## src/include/xmb_pkg.sv

```systemverilog
// shared constants and types for the extended memory bus control block
package xmb_pkg;
  // register byte offsets
  localparam logic [3:0] OFF_CTRL   = 4'h0;
  localparam logic [3:0] OFF_STATUS = 4'h4;
  localparam logic [3:0] OFF_IOKEY  = 4'h8;
  // control register fields
  localparam int CTRL_PROT_EN = 0;
  localparam int CTRL_PROT_OFF = 1;
  // status register fields
  localparam int ST_EXT_MODE  = 0;
  localparam int ST_LOCKOUT   = 1;
  localparam int ST_LOCK_PEND = 2;
  localparam int ST_PROT_EN   = 3;
  localparam int ST_BUSY      = 4;
  localparam int ST_KEY_LSB   = 8;
  localparam int ST_IOKEY_LSB = 12;
  localparam int ST_MIR_LSB   = 16;
  // microinstruction decode values
  localparam logic [1:0] SEQ_ZERO   = 2'h0;
  localparam logic [3:0] UOP_MEMCTL = 4'hD;
  localparam logic [1:0] LB_MEMCTL  = 2'h3;
  // key field position on the alu output bus
  localparam int KEY_SRC_LSB = 12;
  // read data arrives no sooner than this many microinstructions after acceptance
  localparam logic [1:0] MIR_MIN_STEPS = 2'h2;
  // reset values and response codes
  localparam logic [3:0]  KEY_RST  = 4'h0;
  localparam logic [15:0] MIR_RST  = 16'h0000;
  localparam logic [1:0]  RESP_OK  = 2'h0;
  localparam logic [1:0]  RESP_ERR = 2'h2;

  // memory cycle sequencing, gray along idle -> wait accept -> in flight
  typedef enum logic [1:0]
  {
    CYC_IDLE   = 2'b00,
    CYC_ASK    = 2'b01,
    CYC_FLIGHT = 2'b11
  } xmb_cyc_type;
endpackage : xmb_pkg

```

## src/verilog/xmb_top.sv

```systemverilog
// extended memory bus control: 64k mode, lockout, key map, protection, mir timing
// Functional notes
// high address bit forced low outside 64k mode
// page zero suppresses 16-bit addressing
// 64k mode sticky until disable or reset
// enable decode: zero fields, 1101, 11, mode bit
// disable decode: zero fields, 1101, 11, carry 1x
// lockout here refuses other port accesses
// lockout takes effect only on memory win
// carry bit0/reg-a bit0 pair sets or resets lockout
// system reset removes lockout
// key loaded from alu bits 12-15
// key drives map input bits 15-18
// 64k mode ors address bit 15 in
// dma cycles use the i/o key
// key readable on bus b status
// violating write blocked, two interrupts raised
// only i/o instructions disable protection
// mir as address source uses new value
// dma and pma never touch mir
// read data no sooner than second step
// stall while new cycle awaits acceptance
// priority port avoids lockout while processor locked; not modelled, every other_req is refused while lockout is held
`timescale 1ns/1ps
module xmb_top
(
  // clock and reset
  input  wire logic        aclk,
  input  wire logic        aresetn,
  // axi4-lite write address
  input  wire logic        s_axi_awvalid,
  output logic             s_axi_awready,
  input  wire logic [3:0]  s_axi_awaddr,
  // axi4-lite write data
  input  wire logic        s_axi_wvalid,
  output logic             s_axi_wready,
  input  wire logic [31:0] s_axi_wdata,
  input  wire logic [3:0]  s_axi_wstrb,
  // axi4-lite write response
  output logic             s_axi_bvalid,
  input  wire logic        s_axi_bready,
  output logic [1:0]       s_axi_bresp,
  // axi4-lite read address
  input  wire logic        s_axi_arvalid,
  output logic             s_axi_arready,
  input  wire logic [3:0]  s_axi_araddr,
  // axi4-lite read data
  output logic             s_axi_rvalid,
  input  wire logic        s_axi_rready,
  output logic [31:0]      s_axi_rdata,
  output logic [1:0]       s_axi_rresp,
  // microinstruction fields, valid with uinstr_exec
  input  wire logic        uinstr_exec,
  input  wire logic [1:0]  sequence_select_code,
  input  wire logic        transfer_bit,
  input  wire logic [3:0]  micro_op_code,
  input  wire logic [1:0]  latch_b_code,
  input  wire logic        mode_flag_bit,
  input  wire logic [1:0]  carry_ctrl_field,
  input  wire logic [3:0]  reg_a_spec,
  input  wire logic        page_zero_active,
  // key load and status read
  input  wire logic        key_load,
  input  wire logic [15:0] alu_out,
  input  wire logic        status_read,
  output logic [3:0]       status_key,
  // processor memory cycle request
  input  wire logic        cyc_start,
  input  wire logic        cyc_write,
  input  wire logic        addr_from_mir,
  input  wire logic [15:0] mem_addr_reg,
  input  wire logic        prot_violation,
  output logic             uinstr_stall,
  // memory control side
  output logic             mem_req,
  output logic             mem_we,
  output logic [15:0]      mem_addr,
  output logic [18:0]      map_input,
  input  wire logic        mem_accept,
  input  wire logic        rdata_valid,
  input  wire logic        rdata_dma,
  input  wire logic [15:0] rdata,
  input  wire logic        io_cycle_active,
  // shared lockout with the second port
  input  wire logic        other_req,
  input  wire logic        other_lockout,
  output logic             lockout,
  output logic             other_refuse,
  // protection interrupts
  output logic             prot_int,
  output logic             io_int_req
);

  // all block state in one record
  typedef struct packed
  {
    logic                    ext_mode;
    logic                    lock_pend;
    logic                    lock_clr_pend;
    logic                    lockout;
    logic                    other_refuse;
    logic [3:0]              key;
    logic [3:0]              io_key;
    logic [3:0]              status_key;
    logic                    prot_en;
    logic [15:0]             mir;
    xmb_pkg::xmb_cyc_type    cyc;
    logic                    cyc_we;
    logic                    cyc_read;
    logic                    use_mir;
    logic [1:0]              steps;
    logic                    data_pend;
    logic [15:0]             data_hold;
    logic                    stall;
    logic                    mem_req;
    logic                    mem_we;
    logic [15:0]             mem_addr;
    logic [18:0]             map_input;
    logic                    prot_int;
    logic                    io_int_req;
    logic                    aw_have;
    logic [3:0]              aw_addr;
    logic                    w_have;
    logic [31:0]             w_data;
    logic [3:0]              w_strb;
    logic                    awready;
    logic                    wready;
    logic                    bvalid;
    logic [1:0]              bresp;
    logic                    arready;
    logic                    rvalid;
    logic [31:0]             rdata;
    logic [1:0]              rresp;
  } xmb_state_type;

  xmb_state_type st_q;
  xmb_state_type st_d;

  // shared decode of the memory control microinstruction group
  logic        memctl_op;
  logic        mir_now;
  logic [15:0] mir_new;
  logic [15:0] addr_src;
  logic        wide_ok;
  logic [3:0]  key_sel;
  logic        wr_go;

  always_comb
  begin
    memctl_op = uinstr_exec && sequence_select_code == xmb_pkg::SEQ_ZERO && !transfer_bit
                && micro_op_code == xmb_pkg::UOP_MEMCTL && latch_b_code == xmb_pkg::LB_MEMCTL;
    mir_now   = 1'b0;
    mir_new   = st_q.mir;
    addr_src  = 16'h0000;
    wide_ok   = 1'b0;
    key_sel   = 4'h0;
    wr_go     = 1'b0;
    st_d      = st_q;

    // 64k mode flag; disable checked after enable so disable wins on a clash
    if (memctl_op && mode_flag_bit)
      st_d.ext_mode = 1'b1;
    if (memctl_op && carry_ctrl_field[1])
      st_d.ext_mode = 1'b0;

    // lockout requests wait for our bus to win memory before they count
    if (memctl_op && carry_ctrl_field[0] && !reg_a_spec[0])
    begin
      st_d.lock_pend     = 1'b1;
      st_d.lock_clr_pend = 1'b0;
    end
    else if (memctl_op && !carry_ctrl_field[0] && reg_a_spec[0])
    begin
      st_d.lock_clr_pend = 1'b1;
      st_d.lock_pend     = 1'b0;
    end
    if (st_q.cyc == xmb_pkg::CYC_ASK && mem_accept)
    begin
      if (st_d.lock_pend && !other_lockout)
      begin
        st_d.lockout   = 1'b1;
        st_d.lock_pend = 1'b0;
      end
      if (st_d.lock_clr_pend)
      begin
        st_d.lockout       = 1'b0;
        st_d.lock_clr_pend = 1'b0;
      end
    end
    // refusal follows the lockout we actually hold
    st_d.other_refuse = st_q.lockout && other_req;

    // processor key and the key seen by the status word
    if (key_load)
      st_d.key = alu_out[xmb_pkg::KEY_SRC_LSB +: 4];
    if (status_read)
      st_d.status_key = io_cycle_active ? st_q.io_key : st_q.key;

    // mir: only processor reads past the second step update it
    if (rdata_valid && !rdata_dma && st_q.cyc_read)
    begin
      st_d.data_pend = 1'b1;
      st_d.data_hold = rdata;
    end
    if (st_d.data_pend && st_q.steps >= xmb_pkg::MIR_MIN_STEPS)
    begin
      mir_now        = 1'b1;
      mir_new        = st_d.data_hold;
      st_d.mir       = st_d.data_hold;
      st_d.data_pend = 1'b0;
      st_d.cyc_read  = 1'b0;
      if (st_q.cyc == xmb_pkg::CYC_FLIGHT)
        st_d.cyc = xmb_pkg::CYC_IDLE;
    end
    if (uinstr_exec && st_q.steps != 2'h3)
      st_d.steps = st_q.steps + 2'h1;

    // interrupt pair is a one-cycle pulse from the request that trips it
    st_d.prot_int   = 1'b0;
    st_d.io_int_req = 1'b0;

    // cycle sequencing; a write completes at acceptance
    case (st_q.cyc)
      xmb_pkg::CYC_IDLE:
      begin
        if (cyc_start)
        begin
          wr_go        = cyc_write && !(st_q.prot_en && prot_violation);
          st_d.prot_int   = cyc_write && st_q.prot_en && prot_violation;
          st_d.io_int_req = cyc_write && st_q.prot_en && prot_violation;
          if (!cyc_write || wr_go)
          begin
            st_d.cyc     = xmb_pkg::CYC_ASK;
            st_d.cyc_we  = wr_go;
            st_d.use_mir = addr_from_mir;
          end
        end
      end
      xmb_pkg::CYC_ASK:
      begin
        if (mem_accept && !other_lockout)
        begin
          st_d.steps    = 2'h0;
          st_d.cyc_read = !st_q.cyc_we;
          st_d.cyc      = st_q.cyc_we ? xmb_pkg::CYC_IDLE : xmb_pkg::CYC_FLIGHT;
        end
      end
      xmb_pkg::CYC_FLIGHT:
      begin
        // a new request here waits until the read lands; it is screened as well
        if (cyc_start && mir_now)
        begin
          wr_go           = cyc_write && !(st_q.prot_en && prot_violation);
          st_d.prot_int   = cyc_write && !wr_go;
          st_d.io_int_req = cyc_write && !wr_go;
          if (!cyc_write || wr_go)
          begin
            st_d.cyc     = xmb_pkg::CYC_ASK;
            st_d.cyc_we  = wr_go;
            st_d.use_mir = addr_from_mir;
          end
        end
      end
      default:
        st_d.cyc = xmb_pkg::CYC_IDLE;
    endcase
    st_d.stall   = cyc_start && st_q.cyc != xmb_pkg::CYC_IDLE
                   && !(st_q.cyc == xmb_pkg::CYC_ASK && mem_accept);
    st_d.mem_req = st_d.cyc == xmb_pkg::CYC_ASK && !other_lockout;
    st_d.mem_we  = st_d.cyc == xmb_pkg::CYC_ASK && st_d.cyc_we;

    // address path; bypass keeps mir source fresh when data lands now
    addr_src      = st_d.use_mir ? mir_new : mem_addr_reg;
    wide_ok       = st_d.ext_mode && !page_zero_active;
    st_d.mem_addr = {addr_src[15] & wide_ok, addr_src[14:0]};
    key_sel       = io_cycle_active ? st_q.io_key : st_d.key;
    st_d.map_input = {key_sel[3:1], key_sel[0] | (addr_src[15] & wide_ok),
                      addr_src[14:0]};

    // axi4-lite write channels, taken in either order
    if (s_axi_awvalid && st_q.awready)
    begin
      st_d.aw_have = 1'b1;
      st_d.aw_addr = s_axi_awaddr;
    end
    if (s_axi_wvalid && st_q.wready)
    begin
      st_d.w_have = 1'b1;
      st_d.w_data = s_axi_wdata;
      st_d.w_strb = s_axi_wstrb;
    end
    if (st_q.bvalid && s_axi_bready)
      st_d.bvalid = 1'b0;
    if (st_q.aw_have && st_q.w_have && !st_q.bvalid)
    begin
      st_d.aw_have = 1'b0;
      st_d.w_have  = 1'b0;
      st_d.bvalid  = 1'b1;
      st_d.bresp   = xmb_pkg::RESP_OK;
      case (st_q.aw_addr)
        xmb_pkg::OFF_CTRL:
        begin
          // bus writes stand in for i/o instructions
          if (st_q.w_strb[0] && st_q.w_data[xmb_pkg::CTRL_PROT_EN])
            st_d.prot_en = 1'b1;
          if (st_q.w_strb[0] && st_q.w_data[xmb_pkg::CTRL_PROT_OFF])
            st_d.prot_en = 1'b0;
        end
        xmb_pkg::OFF_IOKEY:
        begin
          if (st_q.w_strb[0])
            st_d.io_key = st_q.w_data[3:0];
        end
        xmb_pkg::OFF_STATUS:
          st_d.bresp = xmb_pkg::RESP_OK;
        default:
          st_d.bresp = xmb_pkg::RESP_ERR;
      endcase
    end
    st_d.awready = !st_d.aw_have && !st_d.bvalid;
    st_d.wready  = !st_d.w_have && !st_d.bvalid;

    // axi4-lite read channel, one beat after the address
    if (st_q.rvalid && s_axi_rready)
      st_d.rvalid = 1'b0;
    if (s_axi_arvalid && st_q.arready)
    begin
      st_d.rvalid = 1'b1;
      st_d.rresp  = xmb_pkg::RESP_OK;
      st_d.rdata  = 32'h00000000;
      case (s_axi_araddr)
        xmb_pkg::OFF_CTRL:
          st_d.rdata[xmb_pkg::CTRL_PROT_EN] = st_q.prot_en;
        xmb_pkg::OFF_STATUS:
        begin
          st_d.rdata[xmb_pkg::ST_EXT_MODE]  = st_q.ext_mode;
          st_d.rdata[xmb_pkg::ST_LOCKOUT]   = st_q.lockout;
          st_d.rdata[xmb_pkg::ST_LOCK_PEND] = st_q.lock_pend;
          st_d.rdata[xmb_pkg::ST_PROT_EN]   = st_q.prot_en;
          st_d.rdata[xmb_pkg::ST_BUSY]      = st_q.cyc != xmb_pkg::CYC_IDLE;
          st_d.rdata[xmb_pkg::ST_KEY_LSB +: 4]   = st_q.key;
          st_d.rdata[xmb_pkg::ST_IOKEY_LSB +: 4] = st_q.io_key;
          st_d.rdata[xmb_pkg::ST_MIR_LSB +: 16]  = st_q.mir;
        end
        xmb_pkg::OFF_IOKEY:
          st_d.rdata[3:0] = st_q.io_key;
        default:
          st_d.rresp = xmb_pkg::RESP_ERR;
      endcase
    end
    st_d.arready = !st_d.rvalid;
  end

  // one register for the whole record; reset clears lockout and 64k mode
  always_ff @(posedge aclk)
  begin
    if (!aresetn)
    begin
      st_q            <= '0;
      st_q.ext_mode   <= 1'b0;
      st_q.lockout    <= 1'b0;
      st_q.key        <= xmb_pkg::KEY_RST;
      st_q.io_key     <= xmb_pkg::KEY_RST;
      st_q.mir        <= xmb_pkg::MIR_RST;
      st_q.cyc        <= xmb_pkg::CYC_IDLE;
      st_q.bresp      <= xmb_pkg::RESP_OK;
      st_q.rresp      <= xmb_pkg::RESP_OK;
    end
    else
    begin
      st_q <= st_d;
    end
  end

  // outputs straight from the record
  assign s_axi_awready = st_q.awready;
  assign s_axi_wready  = st_q.wready;
  assign s_axi_bvalid  = st_q.bvalid;
  assign s_axi_bresp   = st_q.bresp;
  assign s_axi_arready = st_q.arready;
  assign s_axi_rvalid  = st_q.rvalid;
  assign s_axi_rdata   = st_q.rdata;
  assign s_axi_rresp   = st_q.rresp;
  assign status_key    = st_q.status_key;
  assign uinstr_stall  = st_q.stall;
  assign mem_req       = st_q.mem_req;
  assign mem_we        = st_q.mem_we;
  assign mem_addr      = st_q.mem_addr;
  assign map_input     = st_q.map_input;
  assign lockout       = st_q.lockout;
  assign other_refuse  = st_q.other_refuse;
  assign prot_int      = st_q.prot_int;
  assign io_int_req    = st_q.io_int_req;

endmodule : xmb_top

```

## config.mk

```make
export PLATFORM = sky130hd
export DESIGN_NAME = xmb_top
export DESIGN_NICKNAME = d
export VERILOG_FILES = /design/src/include/xmb_pkg.sv /design/src/verilog/xmb_top.sv
export SDC_FILE = /design/constraint.sdc
export NUM_CORES = 1
export LEC_CHECK = 0
export BUFFER_PORTS_ARGS = -buffer_cell sky130_fd_sc_hd__buf_2
export CAP_MARGIN = 0
export CORE_ASPECT_RATIO = 0.8
export CORE_MARGIN = 5
export CORE_UTILIZATION = 49
export DETAILED_ROUTE_END_ITERATION = 12
export GPL_TIMING_DRIVEN = 0
export PLACE_DENSITY_LB_ADDON = 0.12
export SLEW_MARGIN = 0
export SYNTH_ARGS = -nofsm -noshare
export SYNTH_HDL_FRONTEND = slang
export SYNTH_SLANG_ARGS = --single-unit
```

## constraint.sdc

```tcl
create_clock -name aclk -period 2.4 [get_ports aclk]
set_input_delay 0.24 -clock aclk [delete_from_list [all_inputs] [get_ports aclk]]
set_output_delay 0.24 -clock aclk [all_outputs]
set_load 0.05 [all_outputs]
```

## Yosys cells after proc, flatten, opt, wreduce, memory -nomap -nowiden

Index checks and enable logic that the tools add are counted.

| cells by class | value |
|---|---|
| add/subtract/negate cells | 1 |
| equality and inequality tests | 10 |
| bitwise operators | 3 |
| mux-type cells | 53 |
| reduce and logical (&&, ||, !) cells | 70 |
| order comparisons | 1 |

Operators with widths:

| operator | number |
|---|---|
| $logic_and 1x1->1 | 40 |
| $mux 37 | 1 |
| $mux 35 | 1 |
| $mux 16 | 2 |
| $mux 2 | 13 |
| $mux 24 | 1 |
| $mux 1 | 19 |
| $mux 17 | 1 |
| $logic_not 1->1 | 16 |
| $mux 3 | 5 |
| $eq 4x4->1 const B | 3 |
| $mux 4 | 3 |
| $eq 4x3->1 const B | 2 |
| $logic_not 4->1 | 2 |
| $pmux 2 s3 | 1 |
| $pmux 3 s2 | 1 |
| $reduce_and 3->1 | 2 |
| $reduce_bool 2->1 | 3 |
| $reduce_or 3->1 | 2 |
| $mux 5 | 1 |
| $eq 2x1->1 const B | 2 |
| $eq 2x2->1 const B | 2 |
| $logic_not 2->1 | 2 |
| $pmux 1 s2 | 2 |
| 11 further kinds | 11 |

| storage, ports and cells | value |
|---|---|
| input bits | 129 |
| register bits | 178 |
| output and inout port bits | 87 |
| word-level logic and storage cells | 175 |

## Logic depth before layout (Yosys ltp)

Gate-level depths: netlist of run 1.

| logic depth | value |
|---|---|
| word-level depth | 13 |
| mapped depth | 9 |

## Worst setup path after synthesis of run 1

Ideal clock, no wire load.

| path | value |
|---|---|
| path type | register to register |
| from | register st_q[145] in the netlist's numbering |
| to | register st_q (netlist bit mem_addr[5]) |
| path slack | 0.407 ns |
| clock period less this slack | 1.993 ns |
| arrival | 1.860 ns |
| path buffers | 2 |
| cell stages (with the launch flop) | 10 |
| required time | 2.268 ns |
| setup time | 0.132 ns |
| cell sequence | dfxtp_1 -> inv_1 -> ha_1 -> buf_6 -> nand3b_1 -> mux2_4 -> mux2_4 -> buf_6 -> nand3_1 -> a21oi_1 |

| on the way | value |
|---|---|
| word-level cells in the longest chain between the ends | 3 |
| elaborated cells on any way between the ends | 4 |
| those cells by class | eq/ne (1); mux (2); reduce/logical (1) |

Ends and longest elaborated chain:

| item | line | RTL |
|---|---|---|
| from (decl) | xmb_top.sv:136 | `xmb_state_type st_q;` |
| from (signal assigned) | xmb_top.sv:371 | `st_q <= st_d;` |
| $eq 2x2->1 / $logic_not 2->1 (equally long branches) | xmb_top.sv:223 | `case (st_q.cyc)` |
| $pmux 1 s2 (*) | xmb_top.sv:223 |  |
| $mux 16 (*) | xmb_top.sv:273 | `addr_src = st_d.use_mir ? mir_new : mem_addr_reg;` |

Mark *: on every way between the ends. The rest lies on a longest branch, timed or not.
A chain may end at the register's enable or synchronous reset.

## Worst setup path in the final report of run 1

| path | value |
|---|---|
| from | register st_q[145] in the netlist's numbering |
| to | register st_q (netlist bit mem_addr[11]) |

The elaborated chain is that of the path after synthesis.

==> flow_summary.json, run 1 <==
{
  "ys_ff_latch": 129,
  "crit_family": "multiplexers",
  "fin_area_um2": 7400,
  "slowest_delay_ns": 0.39,
  "synthCells": 623,
  "path_cells": "inv_1, ha_1, buf_6, nand3b_1, mux2_4, mux2i_4, buf_6, o22ai_1, a21oi_1",
  "critPathLaunch": "st_q[145]",
  "synth.area.top_cells": "dfxtp_1, buf_4, nor2_1",
  "cts_hold_buf": 0,
  "critPathMaxFanout": 10,
  "grt_usage": 0.232,
  "start_util": 0.501,
  "holdCritStartpoint": "other_lockout",
  "fin_crit_ns": 2.23,
  "rsz0062_at_grt": "false",
  "arrival_ns": 2.56,
  "drive_gt1_frac": 0.365,
  "worstRegToRegCells": 9,
  "placementRows": 35,
  "reg2reg_slack_ns": 0.17,
  "cts_setup_buffers": 0,
  "core-area_um2": 11600,
  "setup_tns_ns": 0,
  "antenna_left": 0,
  "synthArstFlopShare": 0,
  "overflow": 0,
  "grt_start_max_net_pins": 17,
  "critPathBufInv": 3,
  "route.detailed.drc": 0,
  "yosys.area.top_type": "dfxtp_1",
  "cap_violations": 0,
  "yosysUniqueCellTypes": 64,
  "synth_edf_count": 0,
  "area_growth_pct": 27.6,
  "first_pass_iters": 5,
  "numClockSinks": 129,
  "dpl.hpwl_mm": 12.5,
  "final_cell_mix": "buf_2, dfxtp_1, nor2_1",
  "drt_wl_total_mm": 16.3,
  "ctsHtreeMaxLevel": 4,
  "clock_latency_ns": 0.42,
  "holdPathEnd": "mem_req",
  "wl_per_cell_um": 16.8,
  "cts-root-buf": "clkbuf_16",
  "reg2reg_to": "mem_addr[11]",
  "syn_area_um2": 5800,
  "max_freq_mhz": 449,
  "numPortBuffers": 162,
  "synth_ff_type": "dfxtp_1",
  "avgSynthCellArea_um2": 9.30,
  "maxSlewHeadroom": 0.519,
  "post-place-ws_ns": 0.198,
  "largest_reg_flops": 63,
  "cts_tree": "done",
  "drv_slew": 0,
  "dp_cells": 937,
  "period_share": 0.928,
  "status": "finished, final reports clean",
  "ir_drop_uv": 645,
  "clockBufferDepth": 2,
  "hold_path.class": "in -> reg",
  "die_h_um": 107,
  "diodes": 0,
  "synth_top_area_frac": 0.445,
  "required_ns": 2.74,
  "cellLeakagePower_uw": 0.00338,
  "clock-skew-final_ns": 0.00655,
  "power_density_nw_per_um2": 772,
  "final-hold-violation-count": 0,
  "grt_pass1_vias": 5120,
  "io_pins": 216,
  "path_class": "reg -> reg",
  "final_common_cell": "buf_2",
  "r2r_start": "st_q[145]",
  "min_path_cells": 2,
  "grt_pass1_wl_mm": 26.1,
  "antenna_found_initial": 0,
  "max_slew.worst_pin.slew_ns": 0.721,
  "setup_viol": 0,
  "holdWs_ns": 0.0659,
  "clkSlewWorstSetupHoldPaths_ns": 0.06,
  "ys_seq_area_frac": 0.445,
  "path_common_cell": "buf_6",
  "fin_ws_ns": 0.174,
  "dpl-instance-area_um2": 6810,
  "vias_per_cell": 5.33,
  "dieArea_um2": 14100,
  "dieWidth_um": 132,
  "start_kind": "flop",
  "slowest_stage": "dfxtp_1",
  "cts-buffers-inserted": 17,
  "num-nets-final": 944,
  "vias": 5168,
  "place.gp.congestion": 0.901,
  "postCtsResizedCells": 0,
  "first_iter_violations": 444,
  "final_cells": 969,
  "endpoint_kind": "flop",
  "ys_warn_count": 0
}
==> where the power goes <==
part	internal, uW	switching, uW
Sequential	2220	55.7
Combinational	308	577
Clock	1570	986
Total	4090	1620
==> how the worst max path moves through the flow <==
stage / to / slack [ns] / cells past startpoint
after global placement: mem_addr[11] / 0.21 / 9
after CTS: mem_addr[11] / 0.18 / 9
after floorplan: mem_addr[5] / 0.41 / 9
final: mem_addr[11] / 0.17 / 9
after global routing: mem_addr[11] / 0.02 / 9
after detailed placement: mem_addr[11] / 0.20 / 9
==> cell families (layout without fill, tap and decap cells) <==
kind of cell    after synthesis  after routing  synth area share
flops                       129            129             0.446
fa+ha+maj                     7              7            0.0151
compound gates              142            142             0.176
xor+xnor                      1              1           0.00151
buf+inv                     118            312             0.136
other cells                   1              5          0.000647
simple gates                193            193             0.166
mux                          32             32            0.0591
==> cells in the mapped netlist (2+ instances only) <==
master / instances
o21ai_0: 2
and3_1: 5
a32oi_1: 2
nand3b_1: 4
a211oi_1: 10
nand3_1: 29
buf_2: 2
buf_4: 81
nand2_1: 23
nor2_1: 83
o31ai_1: 3
o21bai_1: 2
nand4b_1: 2
o22ai_1: 15
a221oi_1: 3
a22oi_1: 25
buf_1: 2
mux2_4: 2
o21a_1: 16
a21oi_1: 39
nand2b_1: 6
a41oi_1: 3
a21boi_0: 2
o41ai_1: 2
dfxtp_1: 129
nor3_1: 7
ha_1: 7
or2_2: 2
mux2i_1: 29
a31oi_1: 3
o211ai_1: 3
clkbuf_1: 17
inv_1: 9
and2_1: 15
nor3b_1: 2
a222oi_1: 3
buf_6: 5
nor2b_1: 3
==> metal layers <==
metal  part of all wire  routed length, um  global-route usage
met4              0.016                257              0.0800
met3              0.079               1280              0.0519
met2               0.44               7190               0.360
met1               0.46               7560               0.319
met5                  0                  0                   0
==> worst register-to-register path, delay by kind of cell, from the launching register on <==
family	cells	cell delay, ns
buffers and inverters	3	0.46
muxes	2	0.56
AOI/OAI and AO/OA	2	0.26
DFF	1	0.39
and+or+nand+nor	1	0.16
adders and majority gates	1	0.32
==> cell type report <==
type,count,area [um^2]
Clock inverter,14,153
Fill cell,995,4160
Sequential cell,129,2580
Clock buffer,18,439
Inverter,10,37.5
Multi-Input combinational cell,380,2440
Timing Repair Buffer,162,811
Buffer,108,751
Tap cell,148,185
==> through the flow <==
stage,power (uW),util
after floorplan,2950,-
after global placement,3180,0.589
after detailed placement,3200,0.589
after CTS,5730,0.640
after global routing,5910,0.640
final,5710,0.640
Power figures use the tool's default switching activity.
==> run 2: changes to the inputs <==
Settings changed: CORE_MARGIN 5 to 4, CORE_UTILIZATION 49 to 45.
Clock period 2.4 ns to 1.89 ns, I/O delays scaled along.
==> run 2 against run 1 <==
The run now ends with negative setup slack left. Via count grew 0.89%. Sequential share of layout area down 2.0 points. Cell count up 4.0%. Maximum frequency rose by 18%. Register-to-register slack worse by 0.18 ns. Sequential cell count is the same. Global-route usage decreased by 0.76 points. Power up 34%. Clock skew increased by 0.0012 ns. Hold slack worse by 0.051 ns. First-iteration DRC count fell by 5.9%. Core utilization fell by 0.38 points.
==> flow_summary.json, run 2 (synthesis gave the netlist of run 1 again) <==
{
  "fin_area_um2": 7880,
  "grt_start_max_net_pins": 17,
  "setup_viol": 1,
  "seq_area_um2": 2590,
  "cellLeakagePower_uw": 0.00367,
  "hold_path.class": "in -> reg",
  "first_pass_iters": 5,
  "first_iter_violations": 418,
  "status": "complete, but fails checks",
  "maxSlewHeadroom": 0.500,
  "setup_tns_ns": -0.00160,
  "numPortBuffers": 162,
  "wl_per_cell_um": 16.6,
  "max_slew.worst_pin.slew_ns": 0.750,
  "ir_drop_uv": 654,
  "wl_met1_mm": 7.85,
  "final_cells": 1008,
  "placementRows": 36,
  "critPathMaxFanout": 6,
  "fillCellCount": 1058,
  "arrival_ns": 2.16,
  "grt_usage": 0.224,
  "cts_tree": "done",
  "highest_layer": "met4",
  "dieArea_um2": 14800,
  "endpoint_kind": "flop",
  "grt_pass1_vias": 4974,
  "clockBufferDepth": 2,
  "vias": 5214,
  "dp_cells": 960,
  "seqPwrFrac": 0.379,
  "io_pins": 216,
  "clkSlewWorstSetupHoldPaths_ns": 0.06,
  "area_growth_pct": 36.0,
  "final_common_cell": "buf_2",
  "slowest_stage": "dfxtp_4",
  "grt_pass1_wl_mm": 25.4,
  "cts-buffers-inserted": 17,
  "wl_met3_mm": 1.27,
  "power_density_nw_per_um2": 968,
  "sw_frac_of_total": 0.265,
  "slowest_delay_ns": 0.36,
  "drt_wl_total_mm": 16.7,
  "period_share": 1.00,
  "antenna_left": 0,
  "path_class": "reg -> reg",
  "diodes": 0,
  "max_freq_mhz": 529,
  "fin_ws_ns": -0.00160,
  "p_clk_frac": 0.457,
  "p_switching_uw": 2020,
  "utilization": 0.636,
  "cts-root-buf": "clkbuf_16",
  "final-hold-violation-count": 0,
  "start_kind": "flop",
  "final_cell_mix": "buf_2, dfxtp_1, buf_4",
  "dpl-instance-area_um2": 6850,
  "largest_reg_flops": 63,
  "core-area_um2": 12400,
  "intPower_uw": 5610,
  "numClockSinks": 129,
  "path_common_cell": "mux2_4",
  "route.detailed.drc": 0,
  "wl_met2_mm": 7.48,
  "start_util": 0.468,
  "overflow": 0,
  "crit_family": "multiplexers",
  "num-nets-final": 960,
  "fin_crit_ns": 1.89,
  "multi_input_comb_area_um2": 2670,
  "dieWidth_um": 135,
  "place.gp.congestion": 0.910,
  "critPathBufInv": 2,
  "drv_slew": 0,
  "finalPower_uw": 7630,
  "die_h_um": 110,
  "drive_gt1_frac": 0.424,
  "required_ns": 2.16,
  "antenna_found_initial": 0,
  "cap_violations": 0,
  "rsz0062_at_grt": "true",
  "dpl.hpwl_mm": 12.4,
  "failed_checks": "negative setup slack",
  "clock-skew-final_ns": 0.00779,
  "combPwrFrac": 0.164,
  "clock_latency_ns": 0.42,
  "vias_per_cell": 5.17,
  "ctsHtreeMaxLevel": 4,
  "path_cells": "inv_4, ha_4, nand3b_1, mux2_4, mux2_4, buf_12, nand3_2, a21oi_1"
}
-- run 2: per-stage QoR --
stage / hold slack [ns] / worst slack (ns)
after CTS: 0.00827 / -0.000749
after floorplan: 0.268 / 0.0133
after global placement: 0.426 / -0.133
final: 0.0146 / -0.00160
after detailed placement: 0.426 / -0.188
after global routing: 0.00963 / -0.0541
-- run 2: power by group through the flow --
stage               Combinational, uW  Clock (uW)  Sequential, uW
CTS                              1160        3530            2890
global placement                 1110           0            2940
finish                           1250        3490            2890
global route                     1330        3650            2900
floorplan                         787           0            2970
detailed placement               1130           0            2940
-- run 2: area by class of cell --
| type | count | area share |
|---|---|---|
| clock buffers | 21 | 0.0610 |
| flip-flops and latches | 129 | 0.329 |
| repair buffers | 180 | 0.124 |
| inverters | 10 | 0.00508 |
| plain buffers | 106 | 0.0948 |
| multi-input cells | 380 | 0.339 |
| well taps | 171 | 0.0271 |
| clock inverters | 11 | 0.0200 |
-- run 2: repair_timing --
| item | in CTS | in global routing |
|---|---|---|
| cloned | 2 | 1 |
| setup endpoints to repair | 25 | 25 |
| resized for setup | 12 | 46 |
| endpoints found under the hold margin | 1 | 0 |
| buffers inserted | 10 | 4 |
| hold buffers | 1 | 0 |
| pin swaps | 3 | 22 |
-- run 2: final timing paths --
| kind | from | to | slack (ns) | depth (start not counted) |
|---|---|---|---|---|
| setup / recovery | st_q[145] | mem_addr[3] | -0.002 | 8 |
| hold / removal | mem_addr_reg[7] | mem_addr[7] | 0.01 | 3 |
| setup reg to reg | st_q[145] | mem_addr[3] | -0.002 | 8 |
| hold reg to reg | st_q[48] | st_q[48] | 0.47 | 2 |
-- run 2: metal layers --
metal / vias to the layer above / track usage
met5: - / 0
met4: 0 / 0.0574
met3: 11 / 0.0595
met2: 172 / 0.350
met1: 2497 / 0.309
li1: 2534 / -
-- run 2: tightest hold or removal path, stage by stage --
cell and delay, ns:
buf_2 0.10, nand3_2 0.04, a21oi_1 0.05
==> run 3: changes to the inputs <==
Settings changed: CORE_UTILIZATION 45 to 49.
Clock period 1.89 ns to 2 ns, I/O delays scaled along.
==> run 3 against run 2 <==
Critical path depth shrank 2. Sequential power is 6% lower. Largest cell class is now sequential cells. Register-to-register slack gained 0.10 ns. Cell count is 3.0% lower. Non-clock buffer count decreased by 6. Power shrank 7.6%. Global-route usage is 1.7 points higher. The flow now finishes without violations. Routed wire length fell by 0.74%. Clock-buffer cell count is 1 lower. Clock power fell by 8.0%. Highest routed layer unchanged. Setup slack improved by 0.10 ns.
==> flow_summary.json, run 3 (synthesis gave the netlist of run 1 again) <==
{
  "overflow": 0,
  "grt_pass1_vias": 5048,
  "diodes": 0,
  "ir_drop_uv": 614,
  "hold_path.class": "in -> reg",
  "required_ns": 2.29,
  "vias_per_cell": 5.37,
  "first_pass_iters": 5,
  "grt_usage": 0.241,
  "max_freq_mhz": 526,
  "num-nets-final": 954,
  "cts-root-buf": "clkbuf_16",
  "worstRegToRegCells": 6,
  "final_cell_mix": "buf_2, dfxtp_1, buf_4",
  "start_kind": "flop",
  "period_share": 0.950,
  "ctsHtreeMaxLevel": 4,
  "wl_per_cell_um": 17.0,
  "cts_hold_buf": 0,
  "placementRows": 35,
  "clkSlewWorstSetupHoldPaths_ns": 0.06,
  "place.gp.congestion": 0.906,
  "start_util": 0.501,
  "reg2reg_slack_ns": 0.10,
  "arrival_ns": 2.19,
  "grt_start_max_net_pins": 17,
  "path_class": "reg -> reg",
  "post-place-ws_ns": -0.180,
  "dpl.hpwl_mm": 12.3,
  "power_density_nw_per_um2": 936,
  "critPathMaxFanout": 5,
  "fin_area_um2": 7540,
  "fin_crit_ns": 1.90,
  "status": "finished, final reports clean",
  "utilization": 0.652,
  "setup_viol": 0,
  "cts_tree": "done",
  "numPortBuffers": 162,
  "max_slew.worst_pin.slew_ns": 0.715,
  "grt_pass1_wl_mm": 25.6,
  "dieWidth_um": 130,
  "cellLeakagePower_uw": 0.00345,
  "holdWs_ns": 0.00967,
  "dieArea_um2": 13600,
  "antenna_found_initial": 0,
  "endpoint_kind": "flop",
  "crit_path_end": "mem_we",
  "rsz0062_at_grt": "false",
  "drt_wl_total_mm": 16.6,
  "antenna_left": 0,
  "fin_ws_ns": 0.100,
  "route.detailed.drc": 0,
  "clockBufferDepth": 2,
  "clock_latency_ns": 0.42,
  "reg2reg_to": "mem_we",
  "numClockSinks": 129,
  "vias": 5256,
  "cts-buffers-inserted": 17,
  "core-area_um2": 11600,
  "final_common_cell": "buf_2",
  "drive_gt1_frac": 0.378,
  "die_h_um": 105,
  "setup_tns_ns": 0,
  "clock-skew-final_ns": 0.00635,
  "largest_reg_flops": 63,
  "maxSlewHeadroom": 0.523,
  "r2r_start": "st_q[145]",
  "fillCellCount": 989,
  "critPathLaunch": "st_q[145]",
  "cap_violations": 0,
  "dpl-instance-area_um2": 6810,
  "drv_slew": 0,
  "area_growth_pct": 30.0,
  "first_iter_violations": 412,
  "final-hold-violation-count": 0,
  "io_pins": 216
}
-- run 3: layout make-up --
type / instances / area [um^2] / area share
plain buffers: 106 / 739 / 0.0981
clock buffers: 20 / 447 / 0.0593
clock inverters: 11 / 163 / 0.0216
inverters: 10 / 40.0 / 0.00531
multi-input cells: 380 / 2460 / 0.327
flip-flops and latches: 129 / 2580 / 0.343
well taps: 148 / 185 / 0.0246
repair buffers: 174 / 915 / 0.121
-- run 3: power by group --
part           switching [uW]  internal (uW)
Sequential               66.2           2660
Clock                    1110           2100
Combinational             708            404
Total                    1890           5170
-- run 3: per-layer routing --
| layer | up-vias | track usage | wire [um] |
|---|---|---|---|
| met1 | 2493 | 0.339 | 7580 |
| li1 | 2513 | - | - |
| met5 | - | 0 | 0 |
| met3 | 25 | 0.0729 | 1450 |
| met2 | 225 | 0.363 | 7320 |
| met4 | 0 | 0.0586 | 246 |
-- run 3: worst min-delay path by stage --
stage          depth (start not counted)     startpoint      end  slack [ns]
2_1_floorplan                          1  other_lockout  mem_req        0.28
3_3_place_gp                           2  other_lockout  mem_req        0.44
3_5_place_dp                           2  other_lockout  mem_req        0.43
4_1_cts                                2  other_lockout  mem_req       0.001
5_1_grt                                2  other_lockout  mem_req       0.008
6_report                               2  other_lockout  mem_req        0.01
-- run 3: timing repair --
action,CTS,global route
buffers inserted,5,5
endpoints found under the setup margin,21,21
cloned,2,0
resized for setup,9,5
pin swaps,0,3
-- run 3: critical path, stage by stage (launching register included) --
cell and delay [ns]:
dfxtp_2 0.35, buf_4 0.13, ha_1 0.25, or4b_2 0.64
a21boi_0 0.17, o21bai_1 0.19, nor3_1 0.06
-- run 3: stage by stage --
stage          power [uW]  instances
3_5_place_dp         3830        937
2_1_floorplan        3540        627
6_report             7050        978
4_1_cts              7040        975
3_3_place_gp         3820        937
5_1_grt              7270        978
